==> src/logic/macsec_map.vh <==
`ifndef MACSEC_MAP_VH
`define MACSEC_MAP_VH
// register byte addresses and region ends
`define A_CTRL      12'h000
`define A_DEFACT    12'h004
`define A_MTU       12'h008
`define A_SKIP      12'h00c
`define A_KEY       12'h010
`define A_STATUS    12'h014
`define A_MTUPRI    12'h020
`define A_MTUPRI_E  12'h040
`define A_CRULE     12'h040
`define A_CRULE_E   12'h094
`define A_FLOW      12'h100
`define A_FLOW_E    12'h110
`define A_CHK       12'h140
`define A_CHK_E     12'h160
`define A_STAT      12'h200
`define A_STAT_E    12'h220
// table sizes
`define N_CRULE     21
`define N_FLOW      4
`define N_CHK       8
`define HDR_WORDS   3'h5
`define LAST_PLAIN  3'h4
`define LAST_ENC    3'h6
// control bits
`define C_EN        0
`define C_EGR       1
// rule word fields
`define RF_ET       15:0
`define RF_EN       16
`define RF_USEF     17
`define RF_FLAGS    19:18
`define RF_ACT      21:20
`define RF_PRIO     24:22
// actions
`define ACT_DROP    2'h0
`define ACT_BYPASS  2'h1
`define ACT_MACSEC  2'h2
// frame constants
`define ET_VLAN     16'h8100
`define ET_SECTAG   16'h88e5
`define TCI_VER     7
`define TCI_EGR     8'h0c
`define WORD_BYTES  16'h0004
// statistics counter indices
`define ST_PASS     0
`define ST_DCLASS   1
`define ST_DCHK     2
`define ST_DCOMP    3
`define ST_DMTU     4
`define ST_PROT     5
`define ST_VALID    6
`define ST_BYP      7
// reset values
`define CTRL_RST    2'h1
`define DEFACT_RST  8'hff
`define MTU_RST     16'h0600
`define PN_INIT     32'h00000001
`endif

==> src/logic/field_match.v <==
`timescale 1ns/100ps
`default_nettype none
`include "macsec_map.vh"
module field_match (
   input wire [15:0] etype, // resolved frame ethertype
   input wire [1:0] flags, // {control frame, sectag seen}
   input wire [31:0] rule, // programmed rule word
   output wire hit // rule matches this frame
);
   // flag compare only when the rule asks for it
   assign hit = rule[`RF_EN] && (etype == rule[`RF_ET]) &&
                (!rule[`RF_USEF] || (flags == rule[`RF_FLAGS]));
endmodule
`default_nettype wire

==> src/logic/macsec_frame_pipeline.v <==
// Register access over APB and the placing of the registers were chosen for this implementation.
`timescale 1ns/100ps
`default_nettype none
`include "macsec_map.vh"
module macsec_frame_pipeline (
   input wire pclk, // clock
   input wire presetn, // async reset, active low
   input wire psel, // apb select
   input wire penable, // apb enable
   input wire pwrite, // apb direction
   input wire [11:0] paddr, // apb byte address
   input wire [31:0] pwdata, // apb write data
   output wire [31:0] prdata, // apb read data
   output wire pready, // apb ready
   output wire pslverr, // apb error on unmapped address
   input wire in_valid, // switch side word valid
   output wire in_ready, // switch side ready
   input wire [31:0] in_data, // switch side data
   input wire in_sop, // first word of frame
   input wire in_eop, // last word of frame
   output wire out_valid, // mac side word valid
   input wire out_ready, // mac side ready
   output wire [31:0] out_data, // mac side data
   output wire out_sop, // first word of frame
   output wire out_eop, // last word of frame
   output wire out_drop // with eop: discard this frame
);
   localparam S_HEAD = 6'b000001;
   localparam S_DEC = 6'b000010;
   localparam S_EMIT = 6'b000100;
   localparam S_PASS = 6'b001000;
   localparam S_ICV = 6'b010000;
   localparam S_DISC = 6'b100000;

   reg [5:0] state_r;
   reg [31:0] hb_r [0:4];
   reg [2:0] hcnt_r, ei_r, pcp_r, cls_r, uidx_r;
   reg eop_seen_r, enc_r, ver_r, vlan_r, rmw_r, ap_wait_r;
   reg [1:0] act_r, ctrl_r;
   reg [7:0] defact_r, skip_r, pend_r;
   reg [15:0] mtu_r, len_r, wcnt_r;
   reg [15:0] mtupri_r [0:7];
   reg [31:0] crule_r [0:20];
   reg [31:0] flow_r [0:3];
   reg [31:0] chk_r [0:7];
   reg [31:0] key_r, pn_r, icv_r, rd_r;
   reg [3:0] clr_r;
   reg out_valid_r, out_sop_r, out_eop_r, out_drop_r;
   reg [31:0] out_data_r;
   integer i, j, q;

   // header fields; vlan pushes the real type one word down
   wire [15:0] et0 = hb_r[3][31:16];
   wire vlan = (et0 == `ET_VLAN);
   wire [15:0] et = vlan ? hb_r[4][31:16] : et0;
   wire [7:0] tci = vlan ? hb_r[4][15:8] : hb_r[3][15:8];
   wire sectag = (et == `ET_SECTAG);
   wire sec_ok = sectag && !tci[`TCI_VER];
   wire [20:0] crule_hit;
   wire [3:0] flow_hit;
   wire [7:0] chk_hit;
   wire ctrl_frm = |crule_hit;
   wire [2:0] cls = {ctrl_frm, sectag, sec_ok};

   genvar g;
   // control frame rules see only the type
   generate
      for (g = 0; g < `N_CRULE; g = g + 1) begin : cr
         field_match u_m (.etype(et), .flags(2'h0), .rule(crule_r[g]), .hit(crule_hit[g]));
      end
      for (g = 0; g < `N_FLOW; g = g + 1) begin : fl
         field_match u_m (.etype(et), .flags({ctrl_frm, sectag}), .rule(flow_r[g]),
            .hit(flow_hit[g]));
      end
      for (g = 0; g < `N_CHK; g = g + 1) begin : ck
         field_match u_m (.etype(et), .flags({ctrl_frm, sectag}), .rule(chk_r[g]),
            .hit(chk_hit[g]));
      end
   endgenerate

   // priority resolution; equal priority keeps the lower index
   reg fl_any, ck_any;
   reg [2:0] fl_pri, ck_pri;
   reg [1:0] fl_act, ck_act;
   always @* begin
      fl_any = 1'b0;
      fl_pri = 3'h0;
      fl_act = `ACT_DROP;
      ck_any = 1'b0;
      ck_pri = 3'h0;
      ck_act = `ACT_DROP;
      for (i = 0; i < `N_FLOW; i = i + 1) begin
         if (flow_hit[i] && (!fl_any || flow_r[i][`RF_PRIO] > fl_pri)) begin
            fl_any = 1'b1;
            fl_pri = flow_r[i][`RF_PRIO];
            fl_act = flow_r[i][`RF_ACT];
         end
      end
      for (i = 0; i < `N_CHK; i = i + 1) begin
         if (chk_hit[i] && (!ck_any || chk_r[i][`RF_PRIO] > ck_pri)) begin
            ck_any = 1'b1;
            ck_pri = chk_r[i][`RF_PRIO];
            ck_act = chk_r[i][`RF_ACT];
         end
      end
   end

   // early decision, all from the held header
   wire en = ctrl_r[`C_EN];
   wire egress = ctrl_r[`C_EGR];
   wire [1:0] def_act = defact_r[cls] ? `ACT_BYPASS : `ACT_DROP;
   wire [1:0] dec_act = !en ? `ACT_BYPASS : (fl_any ? fl_act : def_act);
   wire chk_drop = en && ck_any && (ck_act == `ACT_DROP);
   wire viol = (dec_act == `ACT_MACSEC) && (egress ? sectag : !sec_ok);
   wire runt = (hcnt_r != `HDR_WORDS);
   wire early_drop = runt || (dec_act == `ACT_DROP) || chk_drop || viol;

   // counter bookkeeping
   wire clr_done = clr_r[3];
   wire stat_free = clr_done && (pend_r == 8'h00);
   wire [31:0] ram_rd;
   wire acc = psel && penable;
   wire st_acc = acc && (paddr >= `A_STAT) && (paddr < `A_STAT_E);
   wire grant = st_acc && clr_done && !rmw_r && !ap_wait_r;
   wire ustart = clr_done && !rmw_r && (pend_r != 8'h00) && !st_acc;

   function [2:0] low_bit;
      input [7:0] m;
      integer k;
      begin
         low_bit = 3'h0;
         for (k = 7; k >= 0; k = k - 1) begin
            if (m[k]) begin
               low_bit = k[2:0];
            end
         end
      end
   endfunction

   // counters touched by a frame that reached the output
   function [7:0] fin_mask;
      input over, bad, enc, ver, byp;
      begin
         fin_mask = 8'h00;
         if (over) begin
            fin_mask[`ST_DMTU] = 1'b1;
         end else if (bad) begin
            fin_mask[`ST_DCOMP] = 1'b1;
         end else begin
            fin_mask[`ST_PASS] = 1'b1;
         end
         fin_mask[`ST_PROT] = enc;
         fin_mask[`ST_VALID] = ver && !bad;
         fin_mask[`ST_BYP] = byp;
      end
   endfunction

   // keystream word: key mixed with packet number and word count
   wire [31:0] ks = key_r ^ {pn_r[15:0], wcnt_r};
   wire [2:0] last_ei = enc_r ? `LAST_ENC : `LAST_PLAIN;
   wire [2:0] hsel = ei_r - 3'h2;

   // word the engine is offering this cycle
   reg prod, psop, peop, penc;
   reg [31:0] pdata;
   always @* begin
      prod = 1'b0;
      psop = 1'b0;
      peop = 1'b0;
      penc = 1'b0;
      pdata = in_data;
      case (state_r)
         S_EMIT: begin
            psop = (ei_r == 3'h0);
            peop = (ei_r == last_ei) && eop_seen_r && !enc_r;
            prod = !peop || stat_free;
            if (!enc_r || ei_r < 3'h3) begin
               pdata = hb_r[ei_r];
            end else if (ei_r == 3'h3) begin
               pdata = {`ET_SECTAG, `TCI_EGR, 8'h00};
            end else if (ei_r == 3'h4) begin
               pdata = pn_r;
            end else begin
               pdata = hb_r[hsel] ^ ks;
               penc = 1'b1;
            end
         end
         S_PASS: begin
            prod = in_valid && stat_free;
            peop = in_eop && !enc_r;
            penc = enc_r;
            pdata = enc_r ? (in_data ^ ks) : in_data;
         end
         S_ICV: begin
            prod = stat_free;
            peop = 1'b1;
            pdata = icv_r;
         end
         default: begin
            prod = 1'b0;
         end
      endcase
   end

   wire can = !out_valid_r || out_ready;
   wire fire = prod && can;
   assign in_ready = (state_r == S_HEAD) || (state_r == S_DISC) ||
                     ((state_r == S_PASS) && can && stat_free);
   wire accept = in_valid && in_ready;
   wire [15:0] len_nxt = len_r + `WORD_BYTES;
   wire over = (len_nxt > mtu_r) || (vlan_r && (len_nxt > mtupri_r[pcp_r]));
   wire bad = ver_r && (state_r == S_PASS) && (in_data != icv_r);
   wire late_drop = over || bad;
   wire acc_ing = ver_r && (state_r == S_PASS) && !in_eop;
   wire [2:0] hidx = in_sop ? 3'h0 : hcnt_r;

   // frame state machine, output register and counter updater
   always @(posedge pclk or negedge presetn) begin
      if (!presetn) begin
         state_r <= S_HEAD;
         for (j = 0; j < `HDR_WORDS; j = j + 1) begin
            hb_r[j] <= 32'h00000000;
         end
         hcnt_r <= 3'h0;
         ei_r <= 3'h0;
         eop_seen_r <= 1'b0;
         act_r <= `ACT_DROP;
         enc_r <= 1'b0;
         ver_r <= 1'b0;
         vlan_r <= 1'b0;
         pcp_r <= 3'h0;
         cls_r <= 3'h0;
         len_r <= 16'h0000;
         wcnt_r <= 16'h0000;
         icv_r <= 32'h00000000;
         pn_r <= `PN_INIT;
         pend_r <= 8'h00;
         rmw_r <= 1'b0;
         uidx_r <= 3'h0;
         clr_r <= 4'h0;
         out_valid_r <= 1'b0;
         out_data_r <= 32'h00000000;
         out_sop_r <= 1'b0;
         out_eop_r <= 1'b0;
         out_drop_r <= 1'b0;
      end else begin
         if (can) begin
            out_valid_r <= prod;
            out_data_r <= pdata;
            out_sop_r <= psop;
            out_eop_r <= peop;
            out_drop_r <= peop && late_drop;
         end
         if (fire) begin
            len_r <= len_nxt;
         end
         if (fire && penc) begin
            wcnt_r <= wcnt_r + 16'h0001;
            icv_r <= {icv_r[30:0], icv_r[31]} ^ pdata ^ key_r;
         end else if (fire && acc_ing) begin
            icv_r <= {icv_r[30:0], icv_r[31]} ^ in_data ^ key_r;
         end
         if (fire && peop) begin
            pend_r <= fin_mask(over, bad, enc_r, ver_r, act_r == `ACT_BYPASS) & ~skip_r;
         end
         case (state_r)
            S_HEAD: begin
               if (accept) begin
                  hb_r[hidx] <= in_data;
                  hcnt_r <= hidx + 3'h1;
                  if (in_eop || hidx == `LAST_PLAIN) begin
                     eop_seen_r <= in_eop;
                     state_r <= S_DEC;
                  end
               end
            end
            S_DEC: begin
               if (stat_free) begin
                  cls_r <= cls;
                  hcnt_r <= 3'h0;
                  if (early_drop) begin
                     pend_r <= (runt || viol ? (8'h01 << `ST_DCOMP) :
                               chk_drop ? (8'h01 << `ST_DCHK) : (8'h01 << `ST_DCLASS)) & ~skip_r;
                     state_r <= eop_seen_r ? S_HEAD : S_DISC;
                  end else begin
                     act_r <= dec_act;
                     enc_r <= egress && (dec_act == `ACT_MACSEC);
                     ver_r <= !egress && (dec_act == `ACT_MACSEC);
                     vlan_r <= vlan;
                     pcp_r <= hb_r[3][15:13];
                     ei_r <= 3'h0;
                     len_r <= 16'h0000;
                     wcnt_r <= 16'h0000;
                     icv_r <= 32'h00000000;
                     state_r <= S_EMIT;
                  end
               end
            end
            S_EMIT: begin
               if (fire) begin
                  ei_r <= ei_r + 3'h1;
                  if (ei_r == last_ei) begin
                     state_r <= !eop_seen_r ? S_PASS : (enc_r ? S_ICV : S_HEAD);
                  end
               end
            end
            S_PASS: begin
               if (fire && in_eop) begin
                  state_r <= enc_r ? S_ICV : S_HEAD;
               end
            end
            S_ICV: begin
               if (fire) begin
                  pn_r <= pn_r + 32'h00000001;
                  state_r <= S_HEAD;
               end
            end
            S_DISC: begin
               if (accept && in_eop) begin
                  state_r <= S_HEAD;
               end
            end
            default: begin
               state_r <= S_HEAD;
            end
         endcase
         // zero sweep after reset, then read-modify-write per pending bit
         if (!clr_done) begin
            clr_r <= clr_r + 4'h1;
         end else if (rmw_r) begin
            pend_r[uidx_r] <= 1'b0;
            rmw_r <= 1'b0;
         end else if (ustart) begin
            uidx_r <= low_bit(pend_r);
            rmw_r <= 1'b1;
         end
      end
   end

   // ram port: sweep, then updater write, then bus, then updater read
   wire ram_we = !clr_done || rmw_r || (grant && pwrite);
   wire [2:0] ram_addr = !clr_done ? clr_r[2:0] : rmw_r ? uidx_r :
                         grant ? paddr[4:2] : low_bit(pend_r);
   wire [31:0] ram_wd = !clr_done ? 32'h00000000 : rmw_r ? (ram_rd + 32'h00000001) : pwdata;
   stat_ram u_stat (.pclk(pclk), .addr(ram_addr), .we(ram_we), .wdata(ram_wd),
      .rdata(ram_rd));

   // apb decode
   wire in_mp = (paddr >= `A_MTUPRI) && (paddr < `A_MTUPRI_E);
   wire in_cr = (paddr >= `A_CRULE) && (paddr < `A_CRULE_E);
   wire in_fl = (paddr >= `A_FLOW) && (paddr < `A_FLOW_E);
   wire in_ck = (paddr >= `A_CHK) && (paddr < `A_CHK_E);
   wire in_st = (paddr >= `A_STAT) && (paddr < `A_STAT_E);
   wire [11:0] off_c = paddr - `A_CRULE;
   wire [11:0] off_f = paddr - `A_FLOW;
   wire [11:0] off_k = paddr - `A_CHK;
   wire plain = (paddr == `A_CTRL) || (paddr == `A_DEFACT) || (paddr == `A_MTU) ||
                (paddr == `A_SKIP) || (paddr == `A_KEY) || (paddr == `A_STATUS);
   wire mapped = plain || in_mp || in_cr || in_fl || in_ck || in_st;
   assign pready = in_st ? ap_wait_r : 1'b1;
   assign pslverr = acc && !mapped;
   assign prdata = ap_wait_r ? ram_rd : rd_r;
   wire wr = acc && pwrite && pready && mapped && !in_st;

   reg [31:0] rmux;
   always @* begin
      rmux = 32'h00000000;
      if (paddr == `A_CTRL) rmux = {30'h0, ctrl_r};
      else if (paddr == `A_DEFACT) rmux = {24'h0, defact_r};
      else if (paddr == `A_MTU) rmux = {16'h0, mtu_r};
      else if (paddr == `A_SKIP) rmux = {24'h0, skip_r};
      else if (paddr == `A_KEY) rmux = key_r;
      else if (paddr == `A_STATUS) rmux = {pn_r[15:0], 5'h0, cls_r, 2'h0, state_r};
      else if (in_mp) rmux = {16'h0, mtupri_r[paddr[4:2]]};
      else if (in_cr) rmux = crule_r[off_c[6:2]];
      else if (in_fl) rmux = flow_r[off_f[3:2]];
      else if (in_ck) rmux = chk_r[off_k[4:2]];
   end

   // configuration registers; read data captured in the setup cycle
   always @(posedge pclk or negedge presetn) begin
      if (!presetn) begin
         ctrl_r <= `CTRL_RST;
         defact_r <= `DEFACT_RST;
         mtu_r <= `MTU_RST;
         skip_r <= 8'h00;
         key_r <= 32'h00000000;
         rd_r <= 32'h00000000;
         ap_wait_r <= 1'b0;
         for (q = 0; q < `N_CHK; q = q + 1) begin
            mtupri_r[q] <= `MTU_RST;
            chk_r[q] <= 32'h00000000;
         end
         for (q = 0; q < `N_CRULE; q = q + 1) begin
            crule_r[q] <= 32'h00000000;
         end
         for (q = 0; q < `N_FLOW; q = q + 1) begin
            flow_r[q] <= 32'h00000000;
         end
      end else begin
         ap_wait_r <= grant;
         if (psel && !penable) begin
            rd_r <= rmux;
         end
         if (wr) begin
            if (paddr == `A_CTRL) ctrl_r <= pwdata[1:0];
            if (paddr == `A_DEFACT) defact_r <= pwdata[7:0];
            if (paddr == `A_MTU) mtu_r <= pwdata[15:0];
            if (paddr == `A_SKIP) skip_r <= pwdata[7:0];
            if (paddr == `A_KEY) key_r <= pwdata;
            if (in_mp) mtupri_r[paddr[4:2]] <= pwdata[15:0];
            if (in_cr) crule_r[off_c[6:2]] <= pwdata;
            if (in_fl) flow_r[off_f[3:2]] <= pwdata;
            if (in_ck) chk_r[off_k[4:2]] <= pwdata;
         end
      end
   end

   assign out_valid = out_valid_r;
   assign out_data = out_data_r;
   assign out_sop = out_sop_r;
   assign out_eop = out_eop_r;
   assign out_drop = out_drop_r;
endmodule
`default_nettype wire

==> src/logic/stat_ram.v <==
`timescale 1ns/100ps
`default_nettype none
module stat_ram (
   input wire pclk, // clock
   input wire [2:0] addr, // counter index
   input wire we, // write strobe
   input wire [31:0] wdata, // write data
   output reg [31:0] rdata // registered read data
);
   reg [31:0] mem [0:7];
   // single port, read data one cycle after address
   always @(posedge pclk) begin
      if (we) begin
         mem[addr] <= wdata;
      end
      rdata <= mem[addr];
   end
endmodule
`default_nettype wire

==> config.mk <==
export PLATFORM = sky130hd
export DESIGN_NAME = macsec_frame_pipeline
export DESIGN_NICKNAME = d
export VERILOG_FILES = /design/src/logic/field_match.v /design/src/logic/macsec_frame_pipeline.v /design/src/logic/stat_ram.v
export VERILOG_INCLUDE_DIRS = /design/src /design/src/logic
export SDC_FILE = /design/constraint.sdc
export NUM_CORES = 2
export LEC_CHECK = 0
export BUFFER_PORTS_ARGS = -buffer_cell sky130_fd_sc_hd__buf_2
export CELL_PAD_IN_SITES_DETAIL_PLACEMENT = 1
export CELL_PAD_IN_SITES_GLOBAL_PLACEMENT = 2
export CORE_UTILIZATION = 45
export CTS_CLUSTER_SIZE = 12
export DETAILED_ROUTE_END_ITERATION = 8
export GPL_TIMING_DRIVEN = 0
export PLACE_DENSITY = 0.9
export SYNTH_ARGS = -nofsm -noshare
export SYNTH_HDL_FRONTEND = slang
export SYNTH_SLANG_ARGS = --single-unit
==> constraint.sdc <==
create_clock -name pclk -period 15 [get_ports pclk]
set_clock_uncertainty 0.1 [all_clocks]
set_input_delay 0.75 -clock pclk [delete_from_list [all_inputs] [get_ports pclk]]
set_output_delay 0.75 -clock pclk [all_outputs]
set_load 0.1 [all_outputs]
**Yosys cells after proc, flatten, opt, wreduce, memory -nomap -nowiden**

Memories as Yosys holds them, arrays and structs flattened. A register that Yosys moved wholly into a read port is not among the register bits.
Cells that the tools add are included.

- Add/subtract/negate cells: 11
- Order comparisons: 39
- Equal/unequal tests: 75
- Mux-type cells: 173
- Bitwise logic cells: 22
- Reductions and logical operators: 302

Operators by type and width:

| kind | number |
|---|---|
| two-way mux 32 bit | 36 |
| bitwise mux 672 bit | 1 |
| == test 16 bit | 33 |
| binary-select mux 32 bit (select 3 bit) | 3 |
| bitwise mux 128 bit | 2 |
| bitwise mux 256 bit | 1 |
| two-way mux 16 bit | 14 |
| XOR 32 bit | 7 |
| demux 32 bit (select 3 bit) | 2 |
| binary-select mux 32 bit (select 5 bit) | 1 |
| bitwise mux 160 bit | 1 |
| demux 32 bit (select 5 bit) | 1 |
| logical AND 1 bit | 129 |
| binary-select mux 16 bit (select 3 bit) | 2 |
| case mux 32 bit (3 select lines) | 1 |
| two-way mux 3 bit | 28 |
| logical OR 1 bit | 67 |
| two-way mux 6 bit | 11 |
| adder 32 x 1 -> 32 bit (second input constant) | 2 |
| binary-select mux 32 bit (select 2 bit) | 1 |
| demux 32 bit (select 2 bit) | 1 |
| logical NOT 1 bit | 58 |
| two-way mux 8 bit | 7 |
| demux 16 bit (select 3 bit) | 1 |
| other kinds (75) | 212 |

- Register bits: 1615
- Bits in writable memories: 256
- Input port bits: 85
- Output and inout port bits: 71
- Memories: 1

Memories:

| name | words | bits a word | read ports | clocked after Yosys merged registers in | write ports | line | RTL |
|---|---|---|---|---|---|---|---|
| u_stat.mem | 8 | 32 | 1 | 1 | 1 | stat_ram.v:10 | `reg [31:0] mem [0:7];` |

**Depth between registers and ports, before layout**

- Depth in word-level cells: 49
- Mapped depth: 74
- Depth with buffers taken out: 65

**Cells and area by module**

From an unflattened synthesis, not the netlist that was laid out.

- Cell total of the unflattened synthesis: 7549
- Area total of the unflattened synthesis: 99644.3 um2

Modules (own cells, without submodules):

| module | times used | cells an instance | area each (um2) |
|---|---|---|---|
| macsec_frame_pipeline | 1 | 6271 | 82166.3 |
| stat_ram | 1 | 453 | 10500.1 |
| field_match | 33 | 25 | 211.5 |

**Worst setup path before layout**

No wires, ideal clock.

- Kind: register to register
- From: register hb_r (netlist bit et0[1])
- To: register pcp_r[1]
- Library setup time: 0.127 ns
- Arrival: 12.659 ns
- Slack: 2.114 ns
- Stages on the path, launching flop included: 69
- Clock period less this slack: 12.886 ns
- Path through: dfrtp_1 > buf_2 > or4_4 > o41ai_1 > buf_2 > buf_6 > xnor2_1 > nor2_1 > nand4_1 > o22ai_1 > or4_1 > or4_1 > a21oi_1 > o21a_2 > nand2_1 > ha_1 > nor2b_1 > o21a_1 > [... 33 more ...] > o21a_1 > ha_1 > nor2b_1 > o21ai_0 > inv_1 > o21ai_0 > a21boi_1 > mux2_2 > ha_1 > a21o_1 > a21oi_1 > a31oi_1 > o21ai_0 > o31ai_2 > nor4b_2 > buf_4 > buf_8 > mux2_1

- Longest elaborated chain between the ends: 44
- Elaborated cells between the ends (all ways): 222

Ends and longest elaborated chain:

| element | line | RTL |
|---|---|---|
| start: declaration | macsec_frame_pipeline.v:36 | `reg [31:0] hb_r [0:4];` |
| start signal: indexed assignment | macsec_frame_pipeline.v:269 | `hb_r[hidx] <= in_data;` |
| == test 16 bit (no line) | - |  |
| two-way mux 16 bit | macsec_frame_pipeline.v:55 | `wire [15:0] et = vlan ? hb_r[4][31:16] : et0;` |
| == test 16 bit | field_match.v:11 | `` assign hit = rule[`RF_EN] && (etype == rule[`RF_ET]) && `` |
| logical AND 1 bit (2 in series) | field_match.v:11 |  |
| OR reduction 21 bit | macsec_frame_pipeline.v:62 | `wire ctrl_frm = \|crule_hit;` |
| == test 2 bit | field_match.v:12 | `` (!rule[`RF_USEF] \|\| (flags == rule[`RF_FLAGS])); `` |
| logical OR 1 bit | field_match.v:12 |  |
| logical AND 1 bit | field_match.v:11 |  |
| [... 27 more ...] | - |  |
| logical AND 1 bit | macsec_frame_pipeline.v:100 | `` if (chk_hit[i] && (!ck_any \|\| chk_r[i][`RF_PRIO] > ck_pri)) begin `` |
| two-way mux 2 bit or two-way mux 1 bit (tied branches) | macsec_frame_pipeline.v:100 |  |
| logical NOT 2 bit (no line) or logical AND 1 bit (tied branches) | - |  |
| logical AND 1 bit | macsec_frame_pipeline.v:113 | `` wire chk_drop = en && ck_any && (ck_act == `ACT_DROP); `` |
| logical OR 1 bit | macsec_frame_pipeline.v:116 | `` wire early_drop = runt \|\| (dec_act == `ACT_DROP) \|\| chk_drop \|\| viol; `` |
| logical OR 1 bit * | macsec_frame_pipeline.v:116 |  |
| inverter 1 bit (no line) * | - |  |
| AND reduction 3 bit (no line) * | - |  |
| end signal: assignment | macsec_frame_pipeline.v:290 | `pcp_r <= hb_r[3][15:13];` |
| end: declaration | macsec_frame_pipeline.v:37 | `reg [2:0] hcnt_r, ei_r, pcp_r, cls_r, uidx_r;` |

Every way passes the cells marked *; elsewhere a longest branch is shown, timed or not. The select of a mux whose other input is x is not followed.
A chain may end at the register's enable or synchronous reset.

**Final worst setup path**

- From: register hb_r[17] in the netlist's numbering
- To: register pcp_r[1]

- Longest elaborated chain between the ends: 43
- Elaborated cells between the ends (all ways): 219

Ends and longest elaborated chain:

| element | line |
|---|---|
| two-way mux 16 bit * | macsec_frame_pipeline.v:55 |
| == test 16 bit | field_match.v:11 |
| logical AND 1 bit (2 in series) | field_match.v:11 |
| OR reduction 21 bit | macsec_frame_pipeline.v:62 |
| == test 2 bit | field_match.v:12 |
| logical OR 1 bit | field_match.v:12 |
| logical AND 1 bit | field_match.v:11 |
| two-way mux 3 bit or two-way mux 1 bit (tied branches) | macsec_frame_pipeline.v:100 |
| [... 26 more ...] | - |
| logical AND 1 bit | macsec_frame_pipeline.v:100 |
| two-way mux 2 bit or two-way mux 1 bit (tied branches) | macsec_frame_pipeline.v:100 |
| logical NOT 2 bit (no line) or logical AND 1 bit (tied branches) | - |
| logical AND 1 bit | macsec_frame_pipeline.v:113 |
| logical OR 1 bit | macsec_frame_pipeline.v:116 |
| logical OR 1 bit * | macsec_frame_pipeline.v:116 |
| inverter 1 bit (no line) * | - |
| AND reduction 3 bit (no line) * | - |

Marks and branches as above.

==> reports/metrics.csv <==
stage;metric;value;unit
status;status;finished, violations left;
status;failing checks;capacitance limit, slew limit;
hold_path;worst hold path class;in -> reg;
worst_setup_path;arrival time of the worst setup path;15620;ps
global_routing;largest net degree at the start of global routing;184;
sta;final hold violations;0;
sta;Final setup viols;0;
die;Die Ht;475.3;um
worst_setup_path;Worst Setup Start Kind;register;
sta;max_slew headroom;-8.228;%
die;Row Count;173;
sta;Tcrit/Tclk final;99.74;%
route;Initial DRC Count;9174;
logic_synthesis;Post-synth ARST share;84.85;%
sta;Tmin final;14960;ps
clocking;cts bufs inserted;209;
global_routing;initial antenna violation count;42;
logic_synthesis;post-synthesis cell count;8305;
die;Die Area;0.2259;sq mm
clocking;CTS root buffer;clkbuf_16;
logic_synthesis;commonest cells in the netlist;dfrtp_1, mux2_2, nand2_1;
logic_synthesis;Ys Warns;0;
sta;max-slew violations;58;
placed_design;gpl congestion;1.027;
pwr;Peak VDD IR;0.1259;mV
finish;share of post-route cells with drive strength above 1;29.51;%
worst_setup_path;Required @ worst endpoint;15650;ps
placed_design;Port Buffers;115;
finish;nets;8887;
clocking;CTS H-tree lvls;4;
die;die width;475.3;um
global_routing;number of global-route vias before repair;80510;
logic_synthesis;Netlist cell types;95;
route;number of routed nets with antenna violations;0;
worst_setup_path;element type at the critical path end;register;
worst_setup_path;Worst path slowest cell;xnor2_1;
placed_design;Detailed Place HPWL;343800;um
route;vias per inst;6.595;
sta;worst-margin pin slew;1623;ps
route;DRC viols;0;
global_routing;GRT overflow;0;
worst_setup_path;crit path kind;reg -> reg;
worst_setup_path;CP peak stage delay;770;ps
clocking;clk slew on worst S/H paths;60;ps
logic_synthesis;Post-Synthesis Cell Area;0.1008;sq mm
logic_synthesis;mean post-synth cell area;12.14;sq um
logic_synthesis;most frequent cell after synthesis;dfrtp_1;
finish;filler cell count;22830;
route;TritonRoute pass-1 iters;8;
die;Initial Util;45.31;%
pwr;Static Leakage;50.48;nW
die;# IOs;156;
clocking;clk sinks;1901;
clocking;CTS Buffer Depth;3;
logic_synthesis;Seq/Total Area, Yosys;48.33;%
route;vias post-DR;78540;
clocking;CTS tree;yes;
logic_synthesis;post-synth top area share;39.32;%
global_routing;global-route wire length before repair;631500;um
sta;Setup TNS;0;ps
finish;Area Growth Syn to Fin;13.68;%
finish;non-filler cells, final;11910;
logic_synthesis;Yosys top cell by area;dfrtp_1;
logic_synthesis;number of synthesized register bits;1901;
global_routing;Tot GR Track Use;39.89;%
die;core footprint;0.2225;sq mm
route;Routed WL;453800;um
worst_setup_path;CP max FO;9;
clocking;worst skew pair latency;900;ps
logic_synthesis;Synth Flop Type;dfrtp_1;
run;Max Cap Viol;10;
sta;Max Fclk;0.06684;GHz
logic_synthesis;Synth area leaders;dfrtp_1, mux2_2, mux4_2, edfxtp_1, xnor2_1;
pwr;cell area power density;135.2;mW/mm^2
worst_setup_path;Top cell by count, worst path;ha_1;
placed_design;Inst Count DP;11440;
logic_synthesis;EDFF count, synth;256;
route;DR WL/cell;38.11;um
logic_synthesis;syn nets;8459;
pwr;post-route total power;15.49;mW
[cell type report]
class                           count  area (sq um)  share of cell area [%]
Clock inverter                     74         929.6                  0.8111
Tap cell                         2975          3722                   3.248
Buffer                            666          2844                   2.481
Sequential cell                  1901         48740                   42.53
Clock buffer                      317          6108                   5.330
Multi-Input combinational cell   5654         50120                   43.73
Timing Repair Buffer              219          1780                   1.554
Inverter                           82         307.8                  0.2686
Antenna cell                       21         52.55                 0.04585
[cell families (layout without fill, tap and decap cells)]
| logic type | Yosys count | after routing | share of synthesized area, % |
|---|---|---|---|
| xor+xnor | 858 | 858 | 7.454 |
| simple gates | 1863 | 1863 | 8.778 |
| flops | 1901 | 1901 | 48.33 |
| compound gates | 902 | 902 | 5.980 |
| other cells | 0 | 21 | 0 |
| mux | 1962 | 1962 | 25.64 |
| fa+ha+maj | 69 | 69 | 0.8564 |
| buf+inv | 750 | 1358 | 2.956 |
[power breakdown]
group / internal (mW) / switching, mW
registers: 5.71 / 0.362
clock network: 3.03 / 2.35
logic: 1.29 / 2.75
[what timing repair did]
item / 4_1_cts / 5_1_grt
pin swaps: 19 / 28
gates resized for setup: 110 / 120
endpoints found under the hold margin: 78 / 0
setup buffers: 34 / 18
hold buffers: 1 / 0
setup endpoints to repair: 78 / 78
[routing by layer]
metal / global-route usage [%] / routed length [um] / share of wire [%]
met3: 8.711 / 42550 / 9.4
met2: 59.65 / 200600 / 44
met1: 51.66 / 173600 / 38
met5: 0 / 48 / 0.011
met4: 27.62 / 37000 / 8.2
[cells in the final DEF (no fill, tap or decap), drive strengths merged, types with 28 or more instances in the layout]
| cell | netlist | routed |
|---|---|---|
| a211oi | 102 | 102 |
| a21oi | 119 | 119 |
| a221o | 28 | 28 |
| a222oi | 51 | 51 |
| a22oi | 63 | 63 |
| a31oi | 29 | 29 |
| and3 | 38 | 38 |
| buf | 232 | 438 |
| clkbuf | 436 | 763 |
| clkinv | 3 | 53 |
| dfrtp | 1584 | 1584 |
| dfstp | 29 | 29 |
| dfxtp | 32 | 32 |
| edfxtp | 256 | 256 |
| ha | 69 | 69 |
| inv | 79 | 85 |
| mux2 | 1464 | 1464 |
| mux2i | 148 | 148 |
| mux4 | 350 | 350 |
| nand2 | 726 | 726 |
| nand3 | 243 | 243 |
| nand4 | 85 | 85 |
| nor2 | 341 | 341 |
| nor3 | 97 | 97 |
| nor4 | 143 | 143 |
| o211ai | 31 | 31 |
| o21ai | 300 | 300 |
| o22ai | 43 | 43 |
| or4 | 49 | 49 |
| xnor2 | 547 | 547 |
| xor2 | 311 | 311 |
[critical path: cells and delay by family (launching register included)]
family | cells | cell delay (ps)
flops | 1 | 750
buf+inv | 7 | 1140
xor+xnor | 1 | 770
fa+ha+maj | 7 | 2110
simple gates | 20 | 3760
compound gates | 27 | 4740
mux | 5 | 1410
[state kept, by name (all words and copies together) (netlist names), 4 cells and up]
name and count:
out_data 32, icv_r 32, state_r 6, rd_r 32
mtupri_r 128, pend_r 8, crule_r 672, chk_r 256
defact_r 8, u_stat.rdata 32, mtu_r 16, wcnt_r 16
flow_r 128, skip_r 8, et0 16, pn_r 32
hb_r 144, key_r 32, len_r 14, u_stat.mem 256
clr_r 4
[path summary, 6_finish.rpt]
| kind | startpoint | to | slack, ps | cells after the start |
|---|---|---|---|---|
| max in group asynchronous | presetn | crule_r[282]$_DFFE_PN0P_ | 10870 | 6 |
| worst max-delay path | hb_r[17]$_DFFE_PN0P_ | pcp_r[1]$_DFFE_PN0P_ | 40 | 67 |
| worst min-delay path | in_eop | eop_seen_r$_DFFE_PN0P_ | 70 | 3 |
| min in group asynchronous | presetn | rd_r[5]$_DFFE_PN0P_ | 360 | 2 |
| worst min register to register | out_data[27]$_DFFE_PN0N_ | out_data[27]$_DFFE_PN0N_ | 370 | 2 |
| worst max register to register | hb_r[17]$_DFFE_PN0P_ | pcp_r[1]$_DFFE_PN0P_ | 40 | 67 |
[stage by stage]
| step | worst slack (ps) | hold slack, ps | cell area [sq um] | util [%] |
|---|---|---|---|---|
| CTS | 12.76 | 23.01 | 113700 | 51.11 |
| floorplan | 2114 | 339.3 | 100800 | - |
| global placement | -23050 | 350.1 | 105100 | 47.24 |
| detailed placement | -3036 | 356.9 | 105900 | 47.61 |
| finish | 38.46 | 67.57 | 114600 | 51.51 |
| global route | -339.7 | 72.38 | 114600 | 51.49 |
Note: power is estimated with default switching activity, not from simulation.
